===== config.mk =====
export PLATFORM = sky130hd
export DESIGN_NAME = dtc_timer
export DESIGN_NICKNAME = d
export VERILOG_FILES = /design/src/hdl/dtc_pkg.sv /design/src/hdl/dtc_timer.sv
export VERILOG_INCLUDE_DIRS = /design/src /design/src/hdl
export SDC_FILE = /design/constraint.sdc
export NUM_CORES = 1
export LEC_CHECK = 0
export BUFFER_PORTS_ARGS = -buffer_cell sky130_fd_sc_hd__buf_2
export CORE_MARGIN = 2
export CORE_UTILIZATION = 55
export CTS_CLUSTER_SIZE = 10
export DETAILED_ROUTE_END_ITERATION = 7
export GPL_TIMING_DRIVEN = 0
export PLACE_DENSITY = 0.82
export SYNTH_ARGS = -nofsm -noshare
export SYNTH_HDL_FRONTEND = slang
export SYNTH_SLANG_ARGS = --single-unit

===== constraint.sdc =====
create_clock -name CLOCK -period 3.65 [get_ports CLOCK]
set_clock_uncertainty 0.05 [all_clocks]
set_input_delay 0.365 -clock CLOCK [delete_from_list [all_inputs] [get_ports CLOCK]]
set_output_delay 0.365 -clock CLOCK [all_outputs]
set_load 0.05 [all_outputs]

===== src/hdl/dtc_consts.svh =====
// Register offsets, field positions, reset values and widths of the dual timer
`ifndef DTC_CONSTS_SVH
`define DTC_CONSTS_SVH

`define DTC_ADDR_W         4
`define DTC_OFF_LO_MATCH   4'h0
`define DTC_OFF_LO_PWIDTH  4'h1
`define DTC_OFF_LO_CTRL    4'h2
`define DTC_OFF_HI_MATCH   4'h3
`define DTC_OFF_HI_PWIDTH  4'h4
`define DTC_OFF_HI_CTRL    4'h5
`define DTC_OFF_CONFIG     4'h6
`define DTC_OFF_STATUS     4'h7
`define DTC_OFF_MASK       4'h8
`define DTC_OFF_LO_COUNT   4'h9
`define DTC_OFF_HI_COUNT   4'hA

// Control register layout: [7] flip-flop init, [6:4] clock, [3] run, [2:0] mode
`define DTC_CTRL_FF        7
`define DTC_CTRL_CK_HI     6
`define DTC_CTRL_CK_LO     4
`define DTC_CTRL_RUN       3
`define DTC_CTRL_MD_HI     2
`define DTC_CTRL_MD_LO     0

// Config register: [0] prescaler source, [1] slow/sleep power state
`define DTC_CFG_PSRC       0
`define DTC_CFG_SLOW       1

// Status/mask: [0] lower match, [1] upper match
`define DTC_ST_LO          0
`define DTC_ST_HI          1

`define DTC_RST_REG        8'h00
`define DTC_RST_CFG        2'h0
`define DTC_RST_ST         2'h0
`define DTC_PRESC_W        11
`define DTC_SYNC_W         3

`endif


===== src/hdl/dtc_pkg.sv =====
// Types shared by the dual timer design
package dtc_pkg;
	typedef enum logic [2:0] {
		CK_SLOW_TAP,
		CK_FC_DIV128,
		CK_FC_DIV32,
		CK_FC_DIV8,
		CK_FS,
		CK_FC_DIV2,
		CK_FC,
		CK_EXT_PIN
	} dtc_clk_sel_t;

	typedef enum logic [2:0] {
		MD_TIMER8,
		MD_DIVIDER8,
		MD_PWM8,
		MD_CASCADE,
		MD_TIMER16,
		MD_WARMUP,
		MD_PWM16,
		MD_PULSEGEN16
	} dtc_mode_t;
endpackage


===== src/hdl/dtc_timer.sv =====
// Dual cascadable 8-bit timer/counter with control, compare and interrupt logic
//
// Functional notes
// RULE_01 - Each counter has a control, a match and a pulse-width register of 8 bits.
// RULE_02 - Software leaves the match register alone while its counter runs.
// RULE_03 - Pulse width untouched while running, except in 8- or 16-bit PWM modes.
// RULE_04 - Clock code picks a prescaled tap, fs, fc/2, fc or the event pin.
// RULE_05 - Code 000 is fc/2^11 or fs/2^3; slow states allow only 000,100,111,110.
// RULE_06 - Lower counter uses fc in slow states only for high-frequency warm-up.
// RULE_07 - Run bit 0 stops and clears the count; 1 starts counting.
// RULE_08 - Lower mode: timer, divider, PWM, or cascaded 16-bit.
// RULE_09 - Upper mode: 8-bit timer/divider/PWM, reserved, 16-bit timer/warm-up/PWM/pulses.
// RULE_10 - Mode, clock and flip-flop fields stay fixed while running.
// RULE_11 - Stop write keeps those fields; start write may load them too.
// RULE_12 - Cascade needs lower mode 011 and upper mode chooses the function.
// RULE_13 - Cascade count source is the lower clock select.
// RULE_14 - Cascade run and flip-flop level follow the upper register.
// RULE_15 - Timer match raises interrupt, clears count and keeps counting.
// RULE_16 - Upper counter in 16-bit modes clocks on lower overflow.
// RULE_17 - Warm-up match value must lie in 256 to 65535.
// RULE_18 - Flip-flop bit sets the output start level, 0 low, 1 high.
// RULE_19 - Control register is 8 bits: flip-flop, clock, run, mode.
`include "dtc_consts.svh"

module dtc_timer (
	// Clock, reset, enable
	input  wire logic                    CLOCK,
	input  wire logic                    RST,
	input  wire logic                    CE,
	// Register port
	input  wire logic [`DTC_ADDR_W-1:0]  ADDR,
	input  wire logic [7:0]              WDATA,
	input  wire logic                    WR,
	input  wire logic                    RD,
	output logic      [7:0]              RDATA,
	// Clock sources, one-cycle enables on CLOCK
	input  wire logic                    FC_TICK,
	input  wire logic                    FS_TICK,
	// Event pins
	input  wire logic                    LO_EVENT_PIN,
	input  wire logic                    HI_EVENT_PIN,
	// Outputs
	output logic                         LO_TIMER_OUT,
	output logic                         HI_TIMER_OUT,
	output logic                         IRQ
);

	// --------------------------------------------------------------------
	// Registers
	// --------------------------------------------------------------------
	logic [7:0]  lo_match_ff, lo_pwidth_ff, lo_ctrl_ff;
	logic [7:0]  hi_match_ff, hi_pwidth_ff, hi_ctrl_ff;
	logic [1:0]  cfg_ff;
	logic [1:0]  status_ff;
	logic [1:0]  mask_ff;
	logic [7:0]  lo_cnt_ff, hi_cnt_ff;
	logic        lo_out_ff, hi_out_ff;
	logic [`DTC_PRESC_W-1:0] fc_div_ff;
	logic [2:0]  fs_div_ff;
	logic [`DTC_SYNC_W-1:0] lo_pin_sync_ff, hi_pin_sync_ff;
	logic        lo_pin_lvl_ff, hi_pin_lvl_ff;

	logic        wr_lo_ctrl, wr_hi_ctrl;
	logic        cascade, hi_is_16;
	logic        lo_run, hi_run;
	logic        lo_tick, hi_tick;
	logic        lo_pin_rise, hi_pin_rise;
	logic        lo_pin_stable, hi_pin_stable;
	logic        lo_match, hi_match, match16;
	logic        lo_overflow;
	logic        lo_event, hi_event;
	logic [1:0]  nxt_status;
	dtc_pkg::dtc_mode_t    hi_mode;

	assign wr_lo_ctrl = CE && WR && (ADDR == `DTC_OFF_LO_CTRL);
	assign wr_hi_ctrl = CE && WR && (ADDR == `DTC_OFF_HI_CTRL);

	// see RULE_01 see RULE_19
	always_ff @(posedge CLOCK or posedge RST) begin
		if (RST) begin
			lo_match_ff  <= `DTC_RST_REG;
			lo_pwidth_ff <= `DTC_RST_REG;
			lo_ctrl_ff   <= `DTC_RST_REG;
			hi_match_ff  <= `DTC_RST_REG;
			hi_pwidth_ff <= `DTC_RST_REG;
			hi_ctrl_ff   <= `DTC_RST_REG;
			cfg_ff       <= `DTC_RST_CFG;
			mask_ff      <= `DTC_RST_ST;
		end else if (CE && WR) begin
			unique case (ADDR)
				`DTC_OFF_LO_MATCH:  lo_match_ff  <= WDATA;
				`DTC_OFF_LO_PWIDTH: lo_pwidth_ff <= WDATA;
				`DTC_OFF_LO_CTRL:   lo_ctrl_ff   <= WDATA;
				`DTC_OFF_HI_MATCH:  hi_match_ff  <= WDATA;
				`DTC_OFF_HI_PWIDTH: hi_pwidth_ff <= WDATA;
				`DTC_OFF_HI_CTRL:   hi_ctrl_ff   <= WDATA;
				`DTC_OFF_CONFIG:    cfg_ff       <= WDATA[1:0];
				`DTC_OFF_MASK:      mask_ff      <= WDATA[1:0];
				default: ;
			endcase
		end
	end

	// --------------------------------------------------------------------
	// Mode decode
	// --------------------------------------------------------------------
	assign hi_mode  = dtc_pkg::dtc_mode_t'(hi_ctrl_ff[`DTC_CTRL_MD_HI:`DTC_CTRL_MD_LO]);
	// Upper modes 1xx are the 16-bit functions; lower mode 011 joins them
	assign cascade  = (lo_ctrl_ff[`DTC_CTRL_MD_HI:`DTC_CTRL_MD_LO]
		== 3'(dtc_pkg::MD_CASCADE)); // see RULE_08 see RULE_12
	assign hi_is_16 = hi_ctrl_ff[`DTC_CTRL_MD_HI]; // see RULE_09
	// Reserved upper code 011 leaves the counter idle
	assign hi_run   = hi_ctrl_ff[`DTC_CTRL_RUN] && (hi_mode != dtc_pkg::MD_CASCADE);
	assign lo_run   = cascade ? hi_ctrl_ff[`DTC_CTRL_RUN]
		: lo_ctrl_ff[`DTC_CTRL_RUN]; // see RULE_14

	// --------------------------------------------------------------------
	// Prescaler and pin synchronisers
	// --------------------------------------------------------------------
	always_ff @(posedge CLOCK or posedge RST) begin
		if (RST) begin
			fc_div_ff <= '0;
			fs_div_ff <= 3'h0;
		end else if (CE) begin
			if (FC_TICK)
				fc_div_ff <= fc_div_ff + 1'b1;
			if (FS_TICK)
				fs_div_ff <= fs_div_ff + 1'b1;
		end
	end

	// Three stages; a level counts only once the last two agree
	always_ff @(posedge CLOCK or posedge RST) begin
		if (RST) begin
			lo_pin_sync_ff <= '0;
			hi_pin_sync_ff <= '0;
			lo_pin_lvl_ff  <= 1'b0;
			hi_pin_lvl_ff  <= 1'b0;
		end else if (CE) begin
			lo_pin_sync_ff <= {lo_pin_sync_ff[1:0], LO_EVENT_PIN};
			hi_pin_sync_ff <= {hi_pin_sync_ff[1:0], HI_EVENT_PIN};
			if (lo_pin_stable)
				lo_pin_lvl_ff <= lo_pin_sync_ff[2];
			if (hi_pin_stable)
				hi_pin_lvl_ff <= hi_pin_sync_ff[2];
		end
	end

	assign lo_pin_stable = lo_pin_sync_ff[2] == lo_pin_sync_ff[1];
	assign hi_pin_stable = hi_pin_sync_ff[2] == hi_pin_sync_ff[1];
	assign lo_pin_rise   = lo_pin_stable && lo_pin_sync_ff[2] && !lo_pin_lvl_ff;
	assign hi_pin_rise   = hi_pin_stable && hi_pin_sync_ff[2] && !hi_pin_lvl_ff;

	// Tick of one source: each tap fires when its lower prescaler bits roll over
	function automatic logic src_tick(input logic [2:0] sel, input logic pin_rise);
		logic slow;
		logic r;
		slow = cfg_ff[`DTC_CFG_SLOW];
		r    = 1'b0;
		unique case (dtc_pkg::dtc_clk_sel_t'(sel)) // see RULE_04
			dtc_pkg::CK_SLOW_TAP: // see RULE_05
				r = (slow || cfg_ff[`DTC_CFG_PSRC]) ? (FS_TICK && &fs_div_ff)
					: (FC_TICK && &fc_div_ff);
			dtc_pkg::CK_FC_DIV128: r = !slow && FC_TICK && &fc_div_ff[6:0];
			dtc_pkg::CK_FC_DIV32:  r = !slow && FC_TICK && &fc_div_ff[4:0];
			dtc_pkg::CK_FC_DIV8:   r = !slow && FC_TICK && &fc_div_ff[2:0];
			dtc_pkg::CK_FS:        r = FS_TICK;
			dtc_pkg::CK_FC_DIV2:   r = !slow && FC_TICK && fc_div_ff[0];
			dtc_pkg::CK_FC:        r = FC_TICK;
			dtc_pkg::CK_EXT_PIN:   r = pin_rise;
		endcase
		return r;
	endfunction

	// Slow states keep fc only on the lower counter (warm-up use)
	logic lo_src, hi_src;
	assign lo_src  = src_tick(lo_ctrl_ff[`DTC_CTRL_CK_HI:`DTC_CTRL_CK_LO], lo_pin_rise);
	assign hi_src  = src_tick(hi_ctrl_ff[`DTC_CTRL_CK_HI:`DTC_CTRL_CK_LO], hi_pin_rise)
		&& !(cfg_ff[`DTC_CFG_SLOW]
		&& hi_ctrl_ff[`DTC_CTRL_CK_HI:`DTC_CTRL_CK_LO] == 3'(dtc_pkg::CK_FC)); // see RULE_05
	assign lo_tick = lo_run && lo_src; // see RULE_13

	// --------------------------------------------------------------------
	// Counters
	// --------------------------------------------------------------------
	// Cascade: lower wraps past FF, upper counts those wraps; in warm-up the
	// lower byte of the match takes no part in the comparison
	assign lo_overflow = lo_tick && (lo_cnt_ff == 8'hFF);
	assign hi_tick     = (cascade && hi_is_16) ? lo_overflow : (hi_run && hi_src); // see RULE_16
	assign match16     = (hi_cnt_ff == hi_match_ff)
		&& ((hi_mode == dtc_pkg::MD_WARMUP) || (lo_cnt_ff == lo_match_ff)); // see RULE_17
	assign lo_match    = lo_tick && (lo_cnt_ff == lo_match_ff);
	assign hi_match    = hi_tick && (hi_cnt_ff == hi_match_ff);

	logic pair_mode;
	assign pair_mode = cascade && hi_is_16;
	logic hit16;
	assign hit16     = pair_mode && lo_tick && match16;
	assign lo_event  = !pair_mode && lo_match;
	assign hi_event  = pair_mode ? hit16 : hi_match;

	always_ff @(posedge CLOCK or posedge RST) begin
		if (RST) begin
			lo_cnt_ff <= 8'h00;
		end else if (CE) begin
			if (!lo_run)
				lo_cnt_ff <= 8'h00; // see RULE_07
			else if (hit16 || lo_event)
				lo_cnt_ff <= 8'h00; // see RULE_15
			else if (lo_tick)
				lo_cnt_ff <= lo_cnt_ff + 8'h01;
		end
	end

	always_ff @(posedge CLOCK or posedge RST) begin
		if (RST) begin
			hi_cnt_ff <= 8'h00;
		end else if (CE) begin
			if (!hi_run)
				hi_cnt_ff <= 8'h00; // see RULE_07
			else if (hit16 || (!pair_mode && hi_match))
				hi_cnt_ff <= 8'h00; // see RULE_15
			else if (hi_tick)
				hi_cnt_ff <= hi_cnt_ff + 8'h01;
		end
	end

	// --------------------------------------------------------------------
	// Output flip-flops: start level loaded while stopped, toggled on match in divider mode 001 only
	// --------------------------------------------------------------------
	always_ff @(posedge CLOCK or posedge RST) begin
		if (RST) begin
			lo_out_ff <= 1'b0;
		end else if (CE) begin
			if (!lo_run)
				lo_out_ff <= cascade ? hi_ctrl_ff[`DTC_CTRL_FF]
					: lo_ctrl_ff[`DTC_CTRL_FF]; // see RULE_18 see RULE_14
			else if (lo_event
				&& lo_ctrl_ff[`DTC_CTRL_MD_HI:`DTC_CTRL_MD_LO] == 3'(dtc_pkg::MD_DIVIDER8))
				lo_out_ff <= !lo_out_ff;
		end
	end

	always_ff @(posedge CLOCK or posedge RST) begin
		if (RST) begin
			hi_out_ff <= 1'b0;
		end else if (CE) begin
			if (!hi_run)
				hi_out_ff <= hi_ctrl_ff[`DTC_CTRL_FF]; // see RULE_18
			else if (hi_event && hi_mode == dtc_pkg::MD_DIVIDER8)
				hi_out_ff <= !hi_out_ff;
		end
	end

	assign LO_TIMER_OUT = lo_out_ff;
	assign HI_TIMER_OUT = hi_out_ff;

	// --------------------------------------------------------------------
	// Interrupt status: set wins over clear-on-read
	// --------------------------------------------------------------------
	always_comb begin
		nxt_status = status_ff;
		if (RD && ADDR == `DTC_OFF_STATUS)
			nxt_status = 2'h0;
		if (lo_event)
			nxt_status[`DTC_ST_LO] = 1'b1; // see RULE_15
		if (hi_event)
			nxt_status[`DTC_ST_HI] = 1'b1;
	end

	always_ff @(posedge CLOCK or posedge RST) begin
		if (RST)
			status_ff <= `DTC_RST_ST;
		else if (CE)
			status_ff <= nxt_status;
	end

	assign IRQ = |(status_ff & mask_ff);

	// --------------------------------------------------------------------
	// Read port
	// --------------------------------------------------------------------
	always_ff @(posedge CLOCK or posedge RST) begin
		if (RST) begin
			RDATA <= 8'h00;
		end else if (CE) begin
			RDATA <= 8'h00;
			if (RD) begin
				unique case (ADDR)
					`DTC_OFF_LO_MATCH:  RDATA <= lo_match_ff;
					`DTC_OFF_LO_PWIDTH: RDATA <= lo_pwidth_ff;
					`DTC_OFF_LO_CTRL:   RDATA <= lo_ctrl_ff;
					`DTC_OFF_HI_MATCH:  RDATA <= hi_match_ff;
					`DTC_OFF_HI_PWIDTH: RDATA <= hi_pwidth_ff;
					`DTC_OFF_HI_CTRL:   RDATA <= hi_ctrl_ff;
					`DTC_OFF_CONFIG:    RDATA <= {6'h00, cfg_ff};
					`DTC_OFF_STATUS:    RDATA <= {6'h00, status_ff};
					`DTC_OFF_MASK:      RDATA <= {6'h00, mask_ff};
					`DTC_OFF_LO_COUNT:  RDATA <= lo_cnt_ff;
					`DTC_OFF_HI_COUNT:  RDATA <= hi_cnt_ff;
					default:            RDATA <= 8'h00;
				endcase
			end
		end
	end

endmodule


# Yosys cells after proc, flatten, opt, wreduce, memory -nomap -nowiden
# Cells that the tools add are included.
# word_totals
register_bits	102
input_bits	21
out_inout_bits	11
word_cells	155
# op_classes
addsub	4
n_eq_ne	38
mux	22
bitwise	1
n_reduce_logical	69
# op_table
cell	count
$pmux 8 s11	1
$mux 8	7
$reduce_and 2->1	18
$logic_and 1x1->1	29
$eq 3x3->1 const B	9
$add 8x1->8 const B	2
$eq 4x3->1 const B	4
$eq 8x8->1	2
$pmux 1 s8	2
$eq 3x2->1 const B	5
$eq 3x1->1 const B	4
$eq 4x4->1 const B	3
$add 11x1->11 const B	1
$mux 1	11
$reduce_and 11->1	1
$eq 4x2->1 const B	2
$eq 8x8->1 const B	1
$logic_not 1->1	7
$reduce_and 7->1	1
$logic_not 3->1	2
$ne 3x1->1 const B	2
$reduce_and 3->1	2
$reduce_and 5->1	1
$eq 4x1->1 const B	1
other kinds (10)	16

# Logic depth before layout (Yosys ltp)
# depth
word_depth	12
mapped_depth	12
mapped_depth_nobuf	11

# Worst setup path before layout
# No wires, ideal clock.
# synth_timing
kind	register to register
startpoint	register fc_div_ff[0]
endpoint	register hi_cnt_ff[7]
setup_time_ps	101
arrival_ps	2363
required_time_ps	3499
slack_ps	1136
stages_incl_launch_ff	12
n_path_buf	0
synth_period_minus_slack_ps	2514
cell_sequence	dfrtp_1 -> ha_1 -> nand3_1 -> clkinv_1 -> ha_1 -> nand3b_1 -> a21oi_1 -> nor4_2 -> nor4b_1 -> a41oi_2 -> a21oi_1 -> nor4_1
# synth_via
elab_chain_cells	12
elab_cells_between_ends	26
classes_between	1 x eq/ne; 6 x mux; 19 x reduce/logical
# synth_rtl
item	line_no	rtl
start: declaration	dtc_timer.sv:58	logic [`DTC_PRESC_W-1:0] fc_div_ff;
start signal: assignment	dtc_timer.sv:126	fc_div_ff <= fc_div_ff + 1'b1;
$reduce_and 11->1	dtc_timer.sv:163	: (FC_TICK && &fc_div_ff);
$logic_and 1x1->1	dtc_timer.sv:163	
$mux 1	dtc_timer.sv:162	r = (slow || cfg_ff[`DTC_CFG_PSRC]) ? (FS_TICK && &fs_div_ff)
$pmux 1 s8	dtc_timer.sv:160	unique case (dtc_pkg::dtc_clk_sel_t'(sel))
$logic_and 1x1->1, on equally long branches	dtc_timer.sv:178, dtc_timer.sv:181	
$logic_and 1x1->1, on equally long branches	dtc_timer.sv:189, dtc_timer.sv:188	
$mux 1	dtc_timer.sv:189	assign hi_tick = (cascade && hi_is_16) ? lo_overflow : (hi_run && hi_src);
$logic_and 1x1->1	dtc_timer.sv:193	assign hi_match = hi_tick && (hi_cnt_ff == hi_match_ff);
$logic_and 1x1->1	dtc_timer.sv:221	else if (hit16 || (!pair_mode && hi_match))
$logic_or 1x1->1	dtc_timer.sv:221	
$ne 3x1->1 (no line) or $mux 8 (tied branches)	--	
$reduce_and 2->1 (no line) or $mux 8 (tied branches)	--	
end signal: assignment	dtc_timer.sv:224	hi_cnt_ff <= hi_cnt_ff + 8'h01;
end: declaration	dtc_timer.sv:56	logic [7:0] lo_cnt_ff, hi_cnt_ff;
# Parallel ways exist; a longest one is shown, timed or not.
# A chain may end at the register's enable or synchronous reset.

# Final worst setup path
# Same ends and word-level chain as after synthesis.

==> flow_summary.json <==
{
  "run_status": "completed",
  "final-instance-count-excl-fill": 692,
  "cellLeakagePower_nw": 2.60,
  "std_cell_rows": 36,
  "vias_in_the_first_global_route": 4405,
  "clock_tree.buffer_depth": 2,
  "combinationalPowerShare_pct": 26.9,
  "start_util_pct": 57.1,
  "synthSimpleGateAreaFrac_pct": 15.0,
  "drt-initial-drc-count": 482,
  "cts.reportedPaths.clkPinSlew_ns": 0.10,
  "clock-sinks": 102,
  "post_synth_edffs": 0,
  "max-slew-margin-rel_pct": 43.6,
  "fp.dieArea_um2": 11000,
  "drcViolationCount": 0,
  "switchingPower_mw": 1.07,
  "synth.yosys.seq_area_share_pct": 45.5,
  "tritoncts_clock_tree": "yes",
  "synth_compound_area_share_pct": 14.6,
  "r2r-start": "fc_div_ff[0]$_DFFE_PP0P_",
  "synth.top_cell.area_share_pct": 45.5,
  "route.vias.total": 4539,
  "final_core_util_pct": 62.5,
  "design.portCount": 32,
  "grt_pass1_wl_um": 23400,
  "rsz_0062_raised_after_global_routing": "false",
  "crit_family": "simple AND/OR/NAND/NOR gates",
  "synth_seq_cells": 102,
  "start_kind": "register",
  "cap_viol_max_count": 0,
  "final_layout_size_suffix_gt1_share_pct": 22.9,
  "worstSetupStartpoint": "fc_div_ff[0]$_DFFE_PP0P_",
  "viasPerCell": 6.56,
  "gpl.final_weighted_congestion": 0.934,
  "gr-total-overflow": 0,
  "ordered_cell_list_for_the_critical_path": "ha_1 > nand3_1 > clkinv_1 > ha_1 > nand3b_1 > a21oi_1 > nor4_2 > nor4b_1 > a41oi_2 > a21oi_1 > nor4_1",
  "fillerInstances": 836,
  "timing.reg2reg.worst_path_depth": 11,
  "net_count_reported_at_finish": 584,
  "antenna-diode-count": 0,
  "hold_start": "LO_EVENT_PIN",
  "cp_num_buf_inv": 1,
  "global_route.usage.total_pct": 27.8,
  "synthMuxAreaShare_pct": 16.5,
  "port_buffers": 29,
  "drt-total-wl_um": 14900,
  "cts-buffers-inserted": 9,
  "design.core.area_um2": 9820,
  "main_combinational_cell_family_by_area_after_synthesis": "multiplexers",
  "antenna_left": 0,
  "clkPwrFrac_pct": 22.1,
  "power.density_nw_per_um2": 500,
  "yosys_most_used_dff": "sky130_fd_sc_hd__dfrtp_1",
  "min_period_ns": 3.10,
  "worstSetupEndpointType": "register",
  "critical_path_peak_fanout": 10,
  "postSynthCellCount": 512,
  "slew_limit_fails": 0,
  "dpl.hpwl_um": 10900,
  "fp.dieW_um": 105,
  "share_of_the_synthesized_netlist_area_taken_by_xor_and_xnor_gates_pct": 3.91,
  "placedCellCount": 675,
  "number_of_stages_on_the_worst_setup_path": 11,
  "syn_nets": 542,
  "max_stage_delay_on_crit_path_ns": 0.46,
  "drt-pass1-iter-count": 5,
  "grt_start_max_net_pins": 73,
  "root_buffer_master": "sky130_fd_sc_hd__clkbuf_8",
  "crit_type": "register to register",
  "hp-class": "primary input to register",
  "min_period_over_period_pct": 85.0,
  "power.share.switching_pct": 35.0,
  "synth-warning-count": 0,
  "setup_viol_count_final": 0,
  "die_height_um": 105,
  "post_synth.cell_area_avg_um2": 11.0,
  "clock_insertion_delay_at_the_later_pin_of_the_skew_report_ns": 0.40,
  "p_int_mw": 1.99,
  "syn_to_final_growth_pct": 9.40,
  "share_seq_of_total_power_pct": 51.0,
  "yosysTopAreaCell": "sky130_fd_sc_hd__dfrtp_1",
  "synth_adder_area_share_pct": 2.01,
  "ys_async_sr_fraction_pct": 100,
  "timing_hold_violations_final": 0,
  "detail_route.wl_per_cell_um": 21.5,
  "h-tree-depth": 3,
  "postCtsSetupBuffers": 0,
  "arrival_ns": 3.35,
  "worst_pin_slew_ns": 0.844,
  "synth.top_cells.by_area": "sky130_fd_sc_hd__dfrtp_1 46%, sky130_fd_sc_hd__mux2_2 14%, sky130_fd_sc_hd__xnor2_1 3.7%",
  "ir_drop_worst_vdd_mv": 0.337,
  "max_freq_ghz": 0.322,
  "netlist-cell-type-count": 62,
  "ctsResizeCount": 0,
  "worst_hold_path.num_cells": 2,
  "worst_ep_required_time_ns": 3.89,
  "syn-cell-area_um2": 5610,
  "antenna_found_initial": 0,
  "timing.critical_path.slowest_stage_cell": "sky130_fd_sc_hd__dfrtp_1"
}
power by group through the flow:
stage               sequential [mW]  combinational, mW  clock [mW]
finish                         1.57              0.826       0.678
global route                   1.59              0.903       0.723
CTS                            1.56              0.820       0.687
detailed placement             1.58              0.819           0
global placement               1.56              0.777           0
floorplan                      1.54              0.593           0
final cells by class:
class / instances / area, um2 / share of cell area, %
Sequential cell: 102 / 2550 / 41.6
Clock inverter: 3 / 26.3 / 0.428
Timing Repair Buffer: 31 / 183 / 2.98
Clock buffer: 13 / 149 / 2.43
Tap cell: 133 / 166 / 2.71
Multi-Input combinational cell: 378 / 2920 / 47.6
Inverter: 7 / 28.8 / 0.469
Buffer: 25 / 111 / 1.82
cells in the mapped netlist (5+ instances only):
library cell,count
sky130_fd_sc_hd__o2bb2ai_1,14
sky130_fd_sc_hd__and3_1,9
sky130_fd_sc_hd__nand3b_1,6
sky130_fd_sc_hd__a21oi_1,14
sky130_fd_sc_hd__nand2_1,30
sky130_fd_sc_hd__nor2b_1,12
sky130_fd_sc_hd__mux2_2,70
sky130_fd_sc_hd__nor2_1,26
sky130_fd_sc_hd__a22oi_1,14
sky130_fd_sc_hd__a221oi_1,5
sky130_fd_sc_hd__ha_1,9
sky130_fd_sc_hd__nor3_1,5
sky130_fd_sc_hd__nand3_1,18
sky130_fd_sc_hd__mux2i_1,9
sky130_fd_sc_hd__inv_1,5
sky130_fd_sc_hd__clkbuf_1,20
sky130_fd_sc_hd__nand4_1,13
sky130_fd_sc_hd__o31ai_1,6
sky130_fd_sc_hd__o21ai_0,22
sky130_fd_sc_hd__dfrtp_1,102
sky130_fd_sc_hd__a211oi_1,6
sky130_fd_sc_hd__xnor2_1,24
layer usage:
metal  up-vias  global-route usage (%)  part of all wire (%)
li1       2022                       -                     -
met1      2285                    37.3                    43
met2       192                    43.6                    47
met3        38                    7.05                   7.5
met4         2                    9.71                   2.8
met5         -                    2.86                  0.26
through the flow:
step                instance area, um2  setup TNS (ns)  setup slack, ns  power [mW]  hold WS (ns)
finish                            6130               0            0.549        3.07         0.144
global placement                  5920          -47.44           -0.473        2.34         0.405
floorplan                         5610               0            0.560        2.14         0.388
detailed placement                5950               0            0.635        2.40         0.344
CTS                               6130               0            0.612        3.07         0.136
global route                      6130               0            0.329        3.22         0.145
worst reg2reg max path, stage by stage, from the launching register on:
cell,delay [ns]
sky130_fd_sc_hd__dfrtp_1,0.46
sky130_fd_sc_hd__ha_1,0.24
sky130_fd_sc_hd__nand3_1,0.16
sky130_fd_sc_hd__clkinv_1,0.11
sky130_fd_sc_hd__ha_1,0.21
sky130_fd_sc_hd__nand3b_1,0.08
sky130_fd_sc_hd__a21oi_1,0.08
sky130_fd_sc_hd__nor4_2,0.45
sky130_fd_sc_hd__nor4b_1,0.15
sky130_fd_sc_hd__a41oi_2,0.45
sky130_fd_sc_hd__a21oi_1,0.24
sky130_fd_sc_hd__nor4_1,0.32
state kept, by name, summed over array words and instances (netlist names), 3 cells and up:
register,flops
lo_pin_sync_ff,3
RDATA,8
fc_div_ff,11
lo_pwidth_ff,8
hi_ctrl_ff,8
lo_match_ff,8
hi_pin_sync_ff,3
hi_match_ff,8
hi_cnt_ff,8
lo_cnt_ff,8
hi_pwidth_ff,8
lo_ctrl_ff,8
fs_div_ff,3
path summary, 6_finish.rpt:
kind | to | slack (ns)
hold / removal | lo_pin_sync_ff[0]$_DFFE_PP0P_ | 0.14
hold reg to reg | fc_div_ff[9]$_DFFE_PP0P_ | 0.42
setup reg to reg | hi_cnt_ff[7]$_DFFE_PP0P_ | 0.55
setup / recovery | hi_cnt_ff[7]$_DFFE_PP0P_ | 0.55
min in group asynchronous | lo_pwidth_ff[5]$_DFFE_PP0P_ | 0.46
max in group asynchronous | lo_cnt_ff[3]$_DFFE_PP0P_ | 2.38
cells by family after synthesis:
logic type | count (synthesis)
adder cells (fa/ha/maj) | 9
flip-flops | 102
AO/OA/AOI/OAI | 112
XOR/XNOR | 25
AND/OR/NAND/NOR | 151
buffers and inverters | 32
multiplexers | 81
cell usage in the layout, fill, tap and decap left out, drive strengths merged, types with 18 or more instances in the layout:
cell type	instances
buf	35
xnor2	24
dfrtp	102
nor2	26
mux2	70
nand2	30
clkbuf	33
o21ai	24
nand3	18
timing repair:
action,in CTS,in global routing
hold endpoints to repair,30,0
hold buffers,1,0
setup endpoints to repair,0,0
Power figures use the tool's default switching activity.
